`src/shared/bscc_regs.vh`:
```
// constants for the backlight sink-current control block
// assumes inclusion by the design files of this block only
`ifndef BSCC_REGS_VH
`define BSCC_REGS_VH

// ----------------------------------------
// register addresses
// ----------------------------------------
`define BSCC_ADDR_SINK      16'ha086
`define BSCC_ADDR_CLKCTL    16'ha087

// ----------------------------------------
// sink_current_setting fields
// ----------------------------------------
`define BSCC_CODE_MSB       4
`define BSCC_CODE_LSB       0
`define BSCC_RSVD5_BIT      5
`define BSCC_RANGE_BIT      6
`define BSCC_LOCAL_ON_BIT   7
`define BSCC_SINK_RESET     8'h40

// ----------------------------------------
// boost_clock_control fields
// ----------------------------------------
`define BSCC_FREQ_BIT       1
`define BSCC_CLKCTL_RESET   8'h02
`define BSCC_CLKCTL_WMASK   8'hcf

// ----------------------------------------
// timing
// ----------------------------------------
`define BSCC_CLK_HZ         20000000
`define BSCC_SLEW_STEP_US   32
`define BSCC_SLEW_CYCLES    ((`BSCC_CLK_HZ / 1000000) * `BSCC_SLEW_STEP_US)
`define BSCC_SS_CYCLES      1000

`endif

```
`src/hw/bscc_slew.v`:
```
// slew ramp of the sink-current level, one code step per tick
// assumes step_tick is a one-cycle pulse on the same clock
`include "bscc_regs.vh"

module bscc_slew #(
    parameter W = 6
) (
    input  wire         clock,
    input  wire         srst,
    input  wire         run,
    input  wire [W-1:0] target,
    input  wire         step_tick,
    output reg  [W-1:0] level_q,
    output wire         busy
);
    reg [W-1:0] goal_q;
    reg         active_q;

    assign busy = active_q;

    always @(posedge clock) begin
        if (srst) begin
            level_q  <= {W{1'b0}};
            goal_q   <= {W{1'b0}};
            active_q <= 1'b0;
        end else if (!run) begin
            // off: sinks at zero, next ramp starts from zero
            level_q  <= {W{1'b0}};
            goal_q   <= {W{1'b0}};
            active_q <= 1'b0;
        end else if (!active_q) begin
            // new level latched only while idle
            if (target != level_q) begin
                goal_q   <= target;
                active_q <= 1'b1;
            end
        end else if (step_tick) begin
            // one step per tick toward the goal
            if (level_q < goal_q)
                level_q <= level_q + 1'b1;
            else if (level_q > goal_q)
                level_q <= level_q - 1'b1;
            if ((level_q + 1'b1 == goal_q) || (level_q - 1'b1 == goal_q) || (level_q == goal_q))
                active_q <= 1'b0;
        end
    end
endmodule

```
`src/hw/bscc_top.v`:
```
// register bank and enable logic for the two-string backlight boost converter
// assumes one 20 MHz clock; register port shared by i2c slave and local cpu,
// already on this clock; global enable and ovp comparator come from pins
`include "bscc_regs.vh"

module bscc_top #(
    parameter SLEW_CYCLES = `BSCC_SLEW_CYCLES,
    parameter SS_CYCLES   = `BSCC_SS_CYCLES
) (
    input  wire        clock,
    input  wire        srst,
    input  wire        reg_wr,
    input  wire        reg_rd,
    input  wire [15:0] reg_addr,
    input  wire [7:0]  reg_wdata,
    output reg  [7:0]  reg_rdata,
    input  wire        global_enable,
    input  wire        overvoltage_sense_input,
    output wire        converter_run,
    output reg         soft_start_q,
    output reg         loop_reset_q,
    output wire        switching_freq_select,
    output wire        current_range_select,
    output wire [5:0]  sink_steps,
    output wire        slew_busy
);
    // ----------------------------------------
    // helpers
    // ----------------------------------------
    // one decode shared by write and read paths, so both always agree
    function hit_sink;
        input [15:0] addr;
        begin
            hit_sink = (addr == `BSCC_ADDR_SINK);
        end
    endfunction

    function hit_clkctl;
        input [15:0] addr;
        begin
            hit_clkctl = (addr == `BSCC_ADDR_CLKCTL);
        end
    endfunction

    // true on the final cycle of a window of len cycles
    function at_last;
        input [15:0] cnt;
        input [15:0] len;
        begin
            at_last = (cnt == len - 16'h0001);
        end
    endfunction

    // ----------------------------------------
    // pin synchronisers
    // ----------------------------------------
    reg gen_s1_q, gen_s2_q, ovp_s1_q, ovp_s2_q;

    always @(posedge clock) begin
        if (srst) begin
            gen_s1_q <= 1'b0;
            gen_s2_q <= 1'b0;
            ovp_s1_q <= 1'b0;
            ovp_s2_q <= 1'b0;
        end else begin
            gen_s1_q <= global_enable;
            gen_s2_q <= gen_s1_q;
            ovp_s1_q <= overvoltage_sense_input;
            ovp_s2_q <= ovp_s1_q;
        end
    end

    // ----------------------------------------
    // registers
    // ----------------------------------------
    reg [7:0] sink_q;
    reg [7:0] clkctl_q;
    reg [7:0] sink_d;
    reg [7:0] clkctl_d;

    // writes accepted at any time, running or not
    always @* begin
        sink_d   = sink_q;
        clkctl_d = clkctl_q;
        if (reg_wr && hit_sink(reg_addr))
            sink_d = reg_wdata;
        if (reg_wr && hit_clkctl(reg_addr))
            clkctl_d = reg_wdata & `BSCC_CLKCTL_WMASK;
    end

    always @(posedge clock) begin
        if (srst) begin
            // defaults only on reset
            sink_q   <= `BSCC_SINK_RESET;
            clkctl_q <= `BSCC_CLKCTL_RESET;
        end else begin
            sink_q   <= sink_d;
            clkctl_q <= clkctl_d;
        end
    end

    // ----------------------------------------
    // read back
    // ----------------------------------------
    // unmapped reads give zero; read data holds until the next read
    reg [7:0] rdata_d;

    always @* begin
        rdata_d = reg_rdata;
        if (reg_rd) begin
            if (hit_sink(reg_addr))
                rdata_d = sink_q;
            else if (hit_clkctl(reg_addr))
                rdata_d = clkctl_q;
            else
                rdata_d = 8'h00;
        end
    end

    always @(posedge clock) begin
        if (srst)
            reg_rdata <= 8'h00;
        else
            reg_rdata <= rdata_d;
    end

    assign switching_freq_select = clkctl_q[`BSCC_FREQ_BIT];
    assign current_range_select  = sink_q[`BSCC_RANGE_BIT];

    // ----------------------------------------
    // enable and soft start
    // ----------------------------------------
    // local enable resets low, so global alone keeps it off
    assign converter_run = gen_s2_q & sink_q[`BSCC_LOCAL_ON_BIT];

    reg        run_d1_q;
    reg [15:0] ss_cnt_q;
    reg [15:0] ss_cnt_d;
    reg        soft_start_d;

    always @* begin
        soft_start_d = soft_start_q;
        ss_cnt_d     = ss_cnt_q;
        if (!converter_run) begin
            soft_start_d = 1'b0;
            ss_cnt_d     = 16'h0000;
        end else if (ovp_s2_q || !run_d1_q) begin
            // start or restart soft start; ovp hiccups while it lasts
            soft_start_d = 1'b1;
            ss_cnt_d     = 16'h0000;
        end else if (soft_start_q) begin
            if (at_last(ss_cnt_q, SS_CYCLES[15:0]))
                soft_start_d = 1'b0;
            else
                ss_cnt_d = ss_cnt_q + 16'h0001;
        end
    end

    always @(posedge clock) begin
        if (srst) begin
            run_d1_q     <= 1'b0;
            soft_start_q <= 1'b0;
            loop_reset_q <= 1'b0;
            ss_cnt_q     <= 16'h0000;
        end else begin
            run_d1_q     <= converter_run;
            // loop held in reset for each cycle the trip lasts
            loop_reset_q <= converter_run & ovp_s2_q;
            soft_start_q <= soft_start_d;
            ss_cnt_q     <= ss_cnt_d;
        end
    end

    // ----------------------------------------
    // slew timing and ramp
    // ----------------------------------------
    reg [15:0] tick_cnt_q;
    // counter free-runs while on, so a ramp's first step may come early
    wire       step_tick = at_last(tick_cnt_q, SLEW_CYCLES[15:0]);

    always @(posedge clock) begin
        if (srst || !converter_run || step_tick)
            tick_cnt_q <= 16'h0000;
        else
            tick_cnt_q <= tick_cnt_q + 16'h0001;
    end

    // steps = code + 1, zero means sinks off
    wire [5:0] target_steps = {1'b0, sink_q[`BSCC_CODE_MSB:`BSCC_CODE_LSB]} + 6'h01;

    bscc_slew #(
        .W (6)
    ) u_slew (
        .clock     (clock),
        .srst      (srst),
        .run       (converter_run),
        .target    (target_steps),
        .step_tick (step_tick),
        .level_q   (sink_steps),
        .busy      (slew_busy)
    );
endmodule

```
`config.mk`:
```
export PLATFORM = sky130hd
export DESIGN_NAME = bscc_top
export DESIGN_NICKNAME = d
export VERILOG_FILES = /design/src/hw/bscc_slew.v /design/src/hw/bscc_top.v
export VERILOG_INCLUDE_DIRS = /design/src /design/src/shared
export SDC_FILE = /design/constraint.sdc
export NUM_CORES = 1
export LEC_CHECK = 0
export BUFFER_PORTS_ARGS = -buffer_cell sky130_fd_sc_hd__buf_2
export CAP_MARGIN = 20
export CORE_MARGIN = 5
export CORE_UTILIZATION = 35
export DETAILED_ROUTE_END_ITERATION = 10
export SETUP_SLACK_MARGIN = 0.15
export SLEW_MARGIN = 20
export SYNTH_ARGS = -nofsm -noshare
export SYNTH_HDL_FRONTEND = slang
export SYNTH_SLANG_ARGS = --single-unit
```
`constraint.sdc`:
```
create_clock -name clock -period 6.6 [get_ports clock]
set_clock_uncertainty 0.15 [all_clocks]
set_input_delay 0.66 -clock clock [delete_from_list [all_inputs] [get_ports clock]]
set_output_delay 0.66 -clock clock [all_outputs]
set_load 0.005 [all_outputs]
```
Word-level counts from Yosys, hierarchy flattened
Cells that the tools add are included.

storage, ports and cells
  register bits after elaboration = 74
  word-level logic and storage cells = 61

cells by class
  $add $sub $neg = 5
  order comparisons = 2
  equality and inequality tests = 8
  muxes and demuxes = 11
  bitwise operators = 5
  reduce and logical (&&, ||, !) cells = 15

operator list
  cell                                                                number
  16-bit by 1-bit adder with 16-bit output, second input constant     2
  16-bit by 10-bit == test with 1-bit output, second input constant   2
  16-bit == test, second input constant                               2
  6-bit == test                                                       3
  8-bit 2-to-1 mux                                                    2
  6-bit 2-to-1 mux                                                    2
  1-bit 2-to-1 mux                                                    7
  5-bit by 1-bit adder with 6-bit output, second input constant       1
  6-bit by 1-bit adder with 6-bit output, second input constant       1
  6-bit > comparator                                                  1
  6-bit less-than comparator                                          1
  6-bit inequality test                                               1
  6-bit by 1-bit subtractor with 6-bit output, second input constant  1
  1-bit logical OR                                                    5
  2-bit AND reduction                                                 2
  1-bit NOT                                                           3
  3-bit AND reduction                                                 1
  3-bit OR reduction                                                  1
  1-bit bitwise AND                                                   2
  1-bit logical AND                                                   2
  1-bit logical NOT                                                   2
  2-bit nonzero test                                                  1
  2-bit OR reduction                                                  1

Logic depth before layout (Yosys ltp)
  word-level depth = 7
  depth in mapped cells = 9

Hierarchy
A second synthesis with hierarchy kept.

unflattened totals
  cells, all modules = 451
  area, all modules = 3,897.5 sq um

by module, submodules not included
  module     times used  cells each  area an instance (sq um)  sequential area each (sq um)
  bscc_top   1           315         2,751.4                   1,221.2
  bscc_slew  1           136         1,146.1                   260.2

Least setup slack after synthesis
OpenSTA, ideal clock, no wires.

  kind = register to register
  start = reg u_slew.goal_q[2]
  end = reg u_slew.level_q[5]
  arrival time = 2.037 ns
  setup slack = 4.342 ns
  cell stages (with the launch flop) = 9
  buffers on the path = 1
  path through = dfxtp_1 > clkbuf_1 > inv_1 > ha_1 > a21oi_1 > o21ai_1 > or4_1 > a211oi_1 > mux2i_1

on the way
  cells in the longest elaborated chain, start to end = 3
  elaborated cells on any way between the ends = 5
  classes of those cells = order compare (2); mux (1); reduce/logical (2)

ends and longest elaborated chain
  what                                                                     line                            source
  from (decl)                                                              bscc_slew.v:16                  reg [W-1:0] goal_q;
  from (signal assigned)                                                   bscc_slew.v:24                  goal_q <= {W{1'b0}};
  from (signal assigned)                                                   bscc_slew.v:29                  goal_q <= {W{1'b0}};
  from (signal assigned)                                                   bscc_slew.v:34                  goal_q <= target;
  6-bit > comparator / 6-bit less-than comparator (equally long branches)  bscc_slew.v:41, bscc_slew.v:39
  2-bit nonzero test (no source line)                                      --
  3-bit AND reduction (no source line)                                     --
  to (signal assigned)                                                     bscc_slew.v:28                  level_q <= {W{1'b0}};
  to (signal assigned)                                                     bscc_slew.v:40                  level_q <= level_q + 1'b1;
  to (signal assigned)                                                     bscc_slew.v:42                  level_q <= level_q - 1'b1;
  to (decl)                                                                bscc_slew.v:13                  output reg [W-1:0] level_q,

Several ways; a longest one is shown, not always the timed one.
A chain may end at the register's enable or synchronous reset.

Worst setup path after layout
  start = reg u_slew.level_q[3]
  end = reg u_slew.level_q[5]

on the way
  cells in the longest elaborated chain, start to end = 3
  elaborated cells on any way between the ends = 8
  classes of those cells = add/sub (2); order compare (2); mux (2); reduce/logical (2)

ends and longest elaborated chain
  what                                                                       line            source
  from (signal assigned)                                                     bscc_slew.v:23  level_q <= {W{1'b0}};
  from (signal assigned)                                                     bscc_slew.v:28
  from (signal assigned)                                                     bscc_slew.v:40
  6-bit by 1-bit subtractor with 6-bit output, or another cell as far along  bscc_slew.v:42
  6-bit 2-to-1 mux / 2-bit nonzero test (equally long branches)              --
  6-bit 2-to-1 mux / 3-bit AND reduction (equally long branches)             --

Several ways; a longest one is shown, not always the timed one. The select of a mux whose other input is x is not followed.

==> impl_metrics.tcl <==
set metrics [dict create \
    outcome "finished clean" \
    fp.dieH_microns 114 \
    ys.flop_type "sky130_fd_sc_hd__dfxtp_1" \
    clockRootBuffer "sky130_fd_sc_hd__clkbuf_8" \
    critical-path-max-stage-delay_ns 0.69 \
    clock_latency_ns 0.34 \
    core.rowCount 38 \
    antennaDiodeCount 0 \
    finalCriticalPeriod_ns 2.71 \
    grt_max_degree 28 \
    seq_area_frac_synth_pct 39.0 \
    cp_launch_type "register" \
    report.final.setup_viol 0 \
    unique_masters_post_synth 50 \
    wirelength_microns 8540 \
    postSynthNetCount 485 \
    power.density_cell_area_nw_per_um2 201 \
    arrival_ns 2.83 \
    clk_transition_reported_paths_ns 0.08 \
    core_sq_um 10700 \
    crit_required_ns 6.72 \
    timing.critical_path.fanout_max 14 \
    detail_route.first_pass.iterations 4 \
    port_buffers 49 \
    post_route_cells_drive_above_1_share_pct 14.9 \
    clock.fmax_mhz 369 \
    worst-slew-pin-transition_ns 0.933 \
    wire_per_inst_microns 13.5 \
    report.final.hold_viol_count 0 \
    slew_headroom_pct 37.6 \
    timing.final.crit_share_pct 41.0 \
    wire_length_of_the_first_global_routing_pass_microns 14700 \
    postLayoutCellArea_sq_um 4370 \
    numCtsBuffers 9 \
    grt_setup_unrepaired "false" \
    min_path_type "register to register" \
    synth_edf_count 0 \
    syn_area_sq_um 3800 \
    cts_setup_buffers 0 \
    p_leak_uw 0.00156 \
    worst_path_dominant_cell_family "flip-flops" \
    io_pins 50 \
    setup_total_negative_slack_ns 0 \
    number_of_instances_in_the_synthesized_netlist 444 \
    yosys_warnings 0 \
    antenna_found_initial 0 \
    cts_tree "built" \
    globalRoute.totalOverflow 0 \
    antenna_violating_nets_post_route 0 \
    detailed_place.area_sq_um 4130 \
    initial_core_util_pct 35.4 \
    number_of_nets_in_the_layout 527 \
    critical_path_buf_inv_count 0 \
    clk_path_buf_depth 2 \
    viasPerCell 5.09 \
    crit_slowest_cell "sky130_fd_sc_hd__dfxtp_1" \
    cp_cell_sequence "ha_1 -> a21oi_1 -> o21ai_1 -> or4_1 -> a211oi_1 -> mux2i_1" \
    drt_iter0_markers 174 \
    gp_congestion 0.824 \
    cts.hold.buffers_added 0 \
    die_area_sq_um 13000 \
    endpoint_kind "register" \
    routed-via-count 3212 \
    number_of_max_capacitance_violations_reported 0 \
    ys_seq_elements 74 \
    cts_resized 0 \
    cts_sinks 74 \
    grt_pass1_vias 3188 \
    floorplan_die_width_microns 114 \
    htree_levels 3 \
    synth.avg_cell_area_sq_um 8.56 \
    dp_hpwl_microns 6280 \
    maxSlewViolCount 0 \
    async_reset_ff_share_pct 0 \
    detail_route.drc_violations 0 \
    peakVddDrop_uv 263 \
    global_route.usage.total_pct 13.7 \
    worst-setup-path-type "register to register" \
    area_growth_syn_to_layout_pct 15.0 \
    rrSetupSlack_ns 3.89 \
]
-- synthesized netlist by cell type (all sizes together) (3+ instances only) --
| cell type | number | area share (%) |
|---|---|---|
| o21ai | 11 | 1.4 |
| nor4b | 3 | 0.69 |
| a22oi | 6 | 1.2 |
| a21oi | 17 | 2.2 |
| nand2 | 29 | 2.9 |
| a21o | 4 | 0.79 |
| nor2 | 52 | 5.1 |
| xor2 | 15 | 3.5 |
| ha | 11 | 3.6 |
| nor2b | 7 | 1.2 |
| a211o | 3 | 0.69 |
| nand2b | 9 | 1.5 |
| nand3 | 28 | 3.7 |
| nor3 | 12 | 1.6 |
| clkbuf | 13 | 1.5 |
| and3 | 3 | 0.49 |
| nor4 | 7 | 1.2 |
| o31ai | 3 | 0.59 |
| mux2i | 15 | 4.0 |
| nand3b | 3 | 0.59 |
| nand4 | 8 | 1.3 |
| a211oi | 14 | 2.8 |
| or3 | 6 | 0.99 |
| xnor2 | 32 | 7.4 |
| inv | 21 | 2.1 |
| and4 | 4 | 0.92 |
| or4 | 5 | 1.1 |
| dfxtp | 74 | 39 |
| and2 | 5 | 0.82 |
| buf | 6 | 0.92 |
-- where the power goes --
group          internal, uW  total, uW  switching [uW]
clock                   243        410             166
combinational          10.1       20.0            9.88
sequential              449        450            1.28
-- routing by layer --
metal	up-vias	routed length [microns]	track usage, %
li1	1631	-	-
met4	0	69	4.04
met5	-	0	0
met1	1493	4140	17.2
met2	83	3880	22.2
met3	5	460	4.55
-- final timing paths --
kind	startpoint	cells after the start	to
min reg2reg	gen_s1_q$_SDFF_PP0_	1	gen_s2_q$_SDFF_PP0_
min	gen_s1_q$_SDFF_PP0_	1	gen_s2_q$_SDFF_PP0_
max reg2reg	u_slew.level_q[3]$_SDFFE_PP0P_	6	u_slew.level_q[5]$_SDFFE_PP0P_
max	u_slew.level_q[3]$_SDFFE_PP0P_	6	u_slew.level_q[5]$_SDFFE_PP0P_
-- area by class of cell --
type	count	area (sq um)
fill	1110	6370
multi-input combinational	329	2140
sequential	74	1480
timing repair buffer	50	253
tap	140	175
clock buffer	12	165
inverter	22	82.6
clock inverter	4	72.6
-- cells in the final DEF (no fill, tap or decap), types with 4 or more instances in the layout --
| cell type | synthesis | layout |
|---|---|---|
| sky130_fd_sc_hd__nand2_1 | 29 | 29 |
| sky130_fd_sc_hd__nor3_1 | 12 | 12 |
| sky130_fd_sc_hd__nand2b_1 | 9 | 9 |
| sky130_fd_sc_hd__nor4_1 | 7 | 7 |
| sky130_fd_sc_hd__and2_1 | 5 | 5 |
| sky130_fd_sc_hd__xnor2_1 | 32 | 32 |
| sky130_fd_sc_hd__a21oi_1 | 17 | 17 |
| sky130_fd_sc_hd__nor2_1 | 52 | 52 |
| sky130_fd_sc_hd__ha_1 | 11 | 11 |
| sky130_fd_sc_hd__or4_1 | 4 | 4 |
| sky130_fd_sc_hd__a22oi_1 | 6 | 6 |
| sky130_fd_sc_hd__o21ai_0 | 10 | 10 |
| sky130_fd_sc_hd__mux2i_1 | 15 | 15 |
| sky130_fd_sc_hd__or3_1 | 6 | 6 |
| sky130_fd_sc_hd__xor2_1 | 15 | 15 |
| sky130_fd_sc_hd__a211oi_1 | 14 | 14 |
| sky130_fd_sc_hd__buf_2 | 4 | 49 |
| sky130_fd_sc_hd__nor2b_1 | 7 | 7 |
| sky130_fd_sc_hd__a21o_1 | 4 | 4 |
| sky130_fd_sc_hd__clkbuf_8 | 1 | 12 |
| sky130_fd_sc_hd__dfxtp_1 | 74 | 74 |
| sky130_fd_sc_hd__inv_1 | 21 | 21 |
| sky130_fd_sc_hd__nand3_1 | 28 | 28 |
| sky130_fd_sc_hd__and4_1 | 4 | 4 |
| sky130_fd_sc_hd__nand4_1 | 8 | 8 |
-- cells by family (layout without fill, tap and decap cells) --
kind of cell / after synthesis / count (layout) / synth area share, %
AO/OA/AOI/OAI: 69 / 69 / 12.7
XOR/XNOR: 47 / 47 / 10.8
adder cells (fa/ha/maj): 11 / 11 / 3.62
buffers and inverters: 41 / 88 / 4.64
flip-flops: 74 / 74 / 39.0
multiplexers: 15 / 15 / 3.95
AND/OR/NAND/NOR: 187 / 187 / 25.3
-- registers in the layout, indices dropped and copies added, names as in the netlist --
| register | count |
|---|---|
| run_d1_q | 1 |
| tick_cnt_q | 16 |
| gen_s1_q | 1 |
| clkctl_q | 6 |
| ss_cnt_q | 16 |
| ovp_s2_q | 1 |
| ovp_s1_q | 1 |
| soft_start_q | 1 |
| u_slew.goal_q | 6 |
| gen_s2_q | 1 |
| u_slew.level_q | 6 |
| reg_rdata | 8 |
| loop_reset_q | 1 |
| u_slew.busy | 1 |
| sink_q | 8 |
-- through the flow --
stage               cells  total power (uW)  hold WS, ns  setup slack (ns)  utilization, %
floorplan             444               468        0.263              4.34               -
global placement      615               480        0.273              3.76            38.5
detailed placement    615               481        0.281              3.65            38.5
CTS                   631               893        0.300              3.89            40.7
global route          631               913        0.308              3.74            40.7
finish                631               880        0.290              3.89            40.7
(Power assumes the default switching activity.)
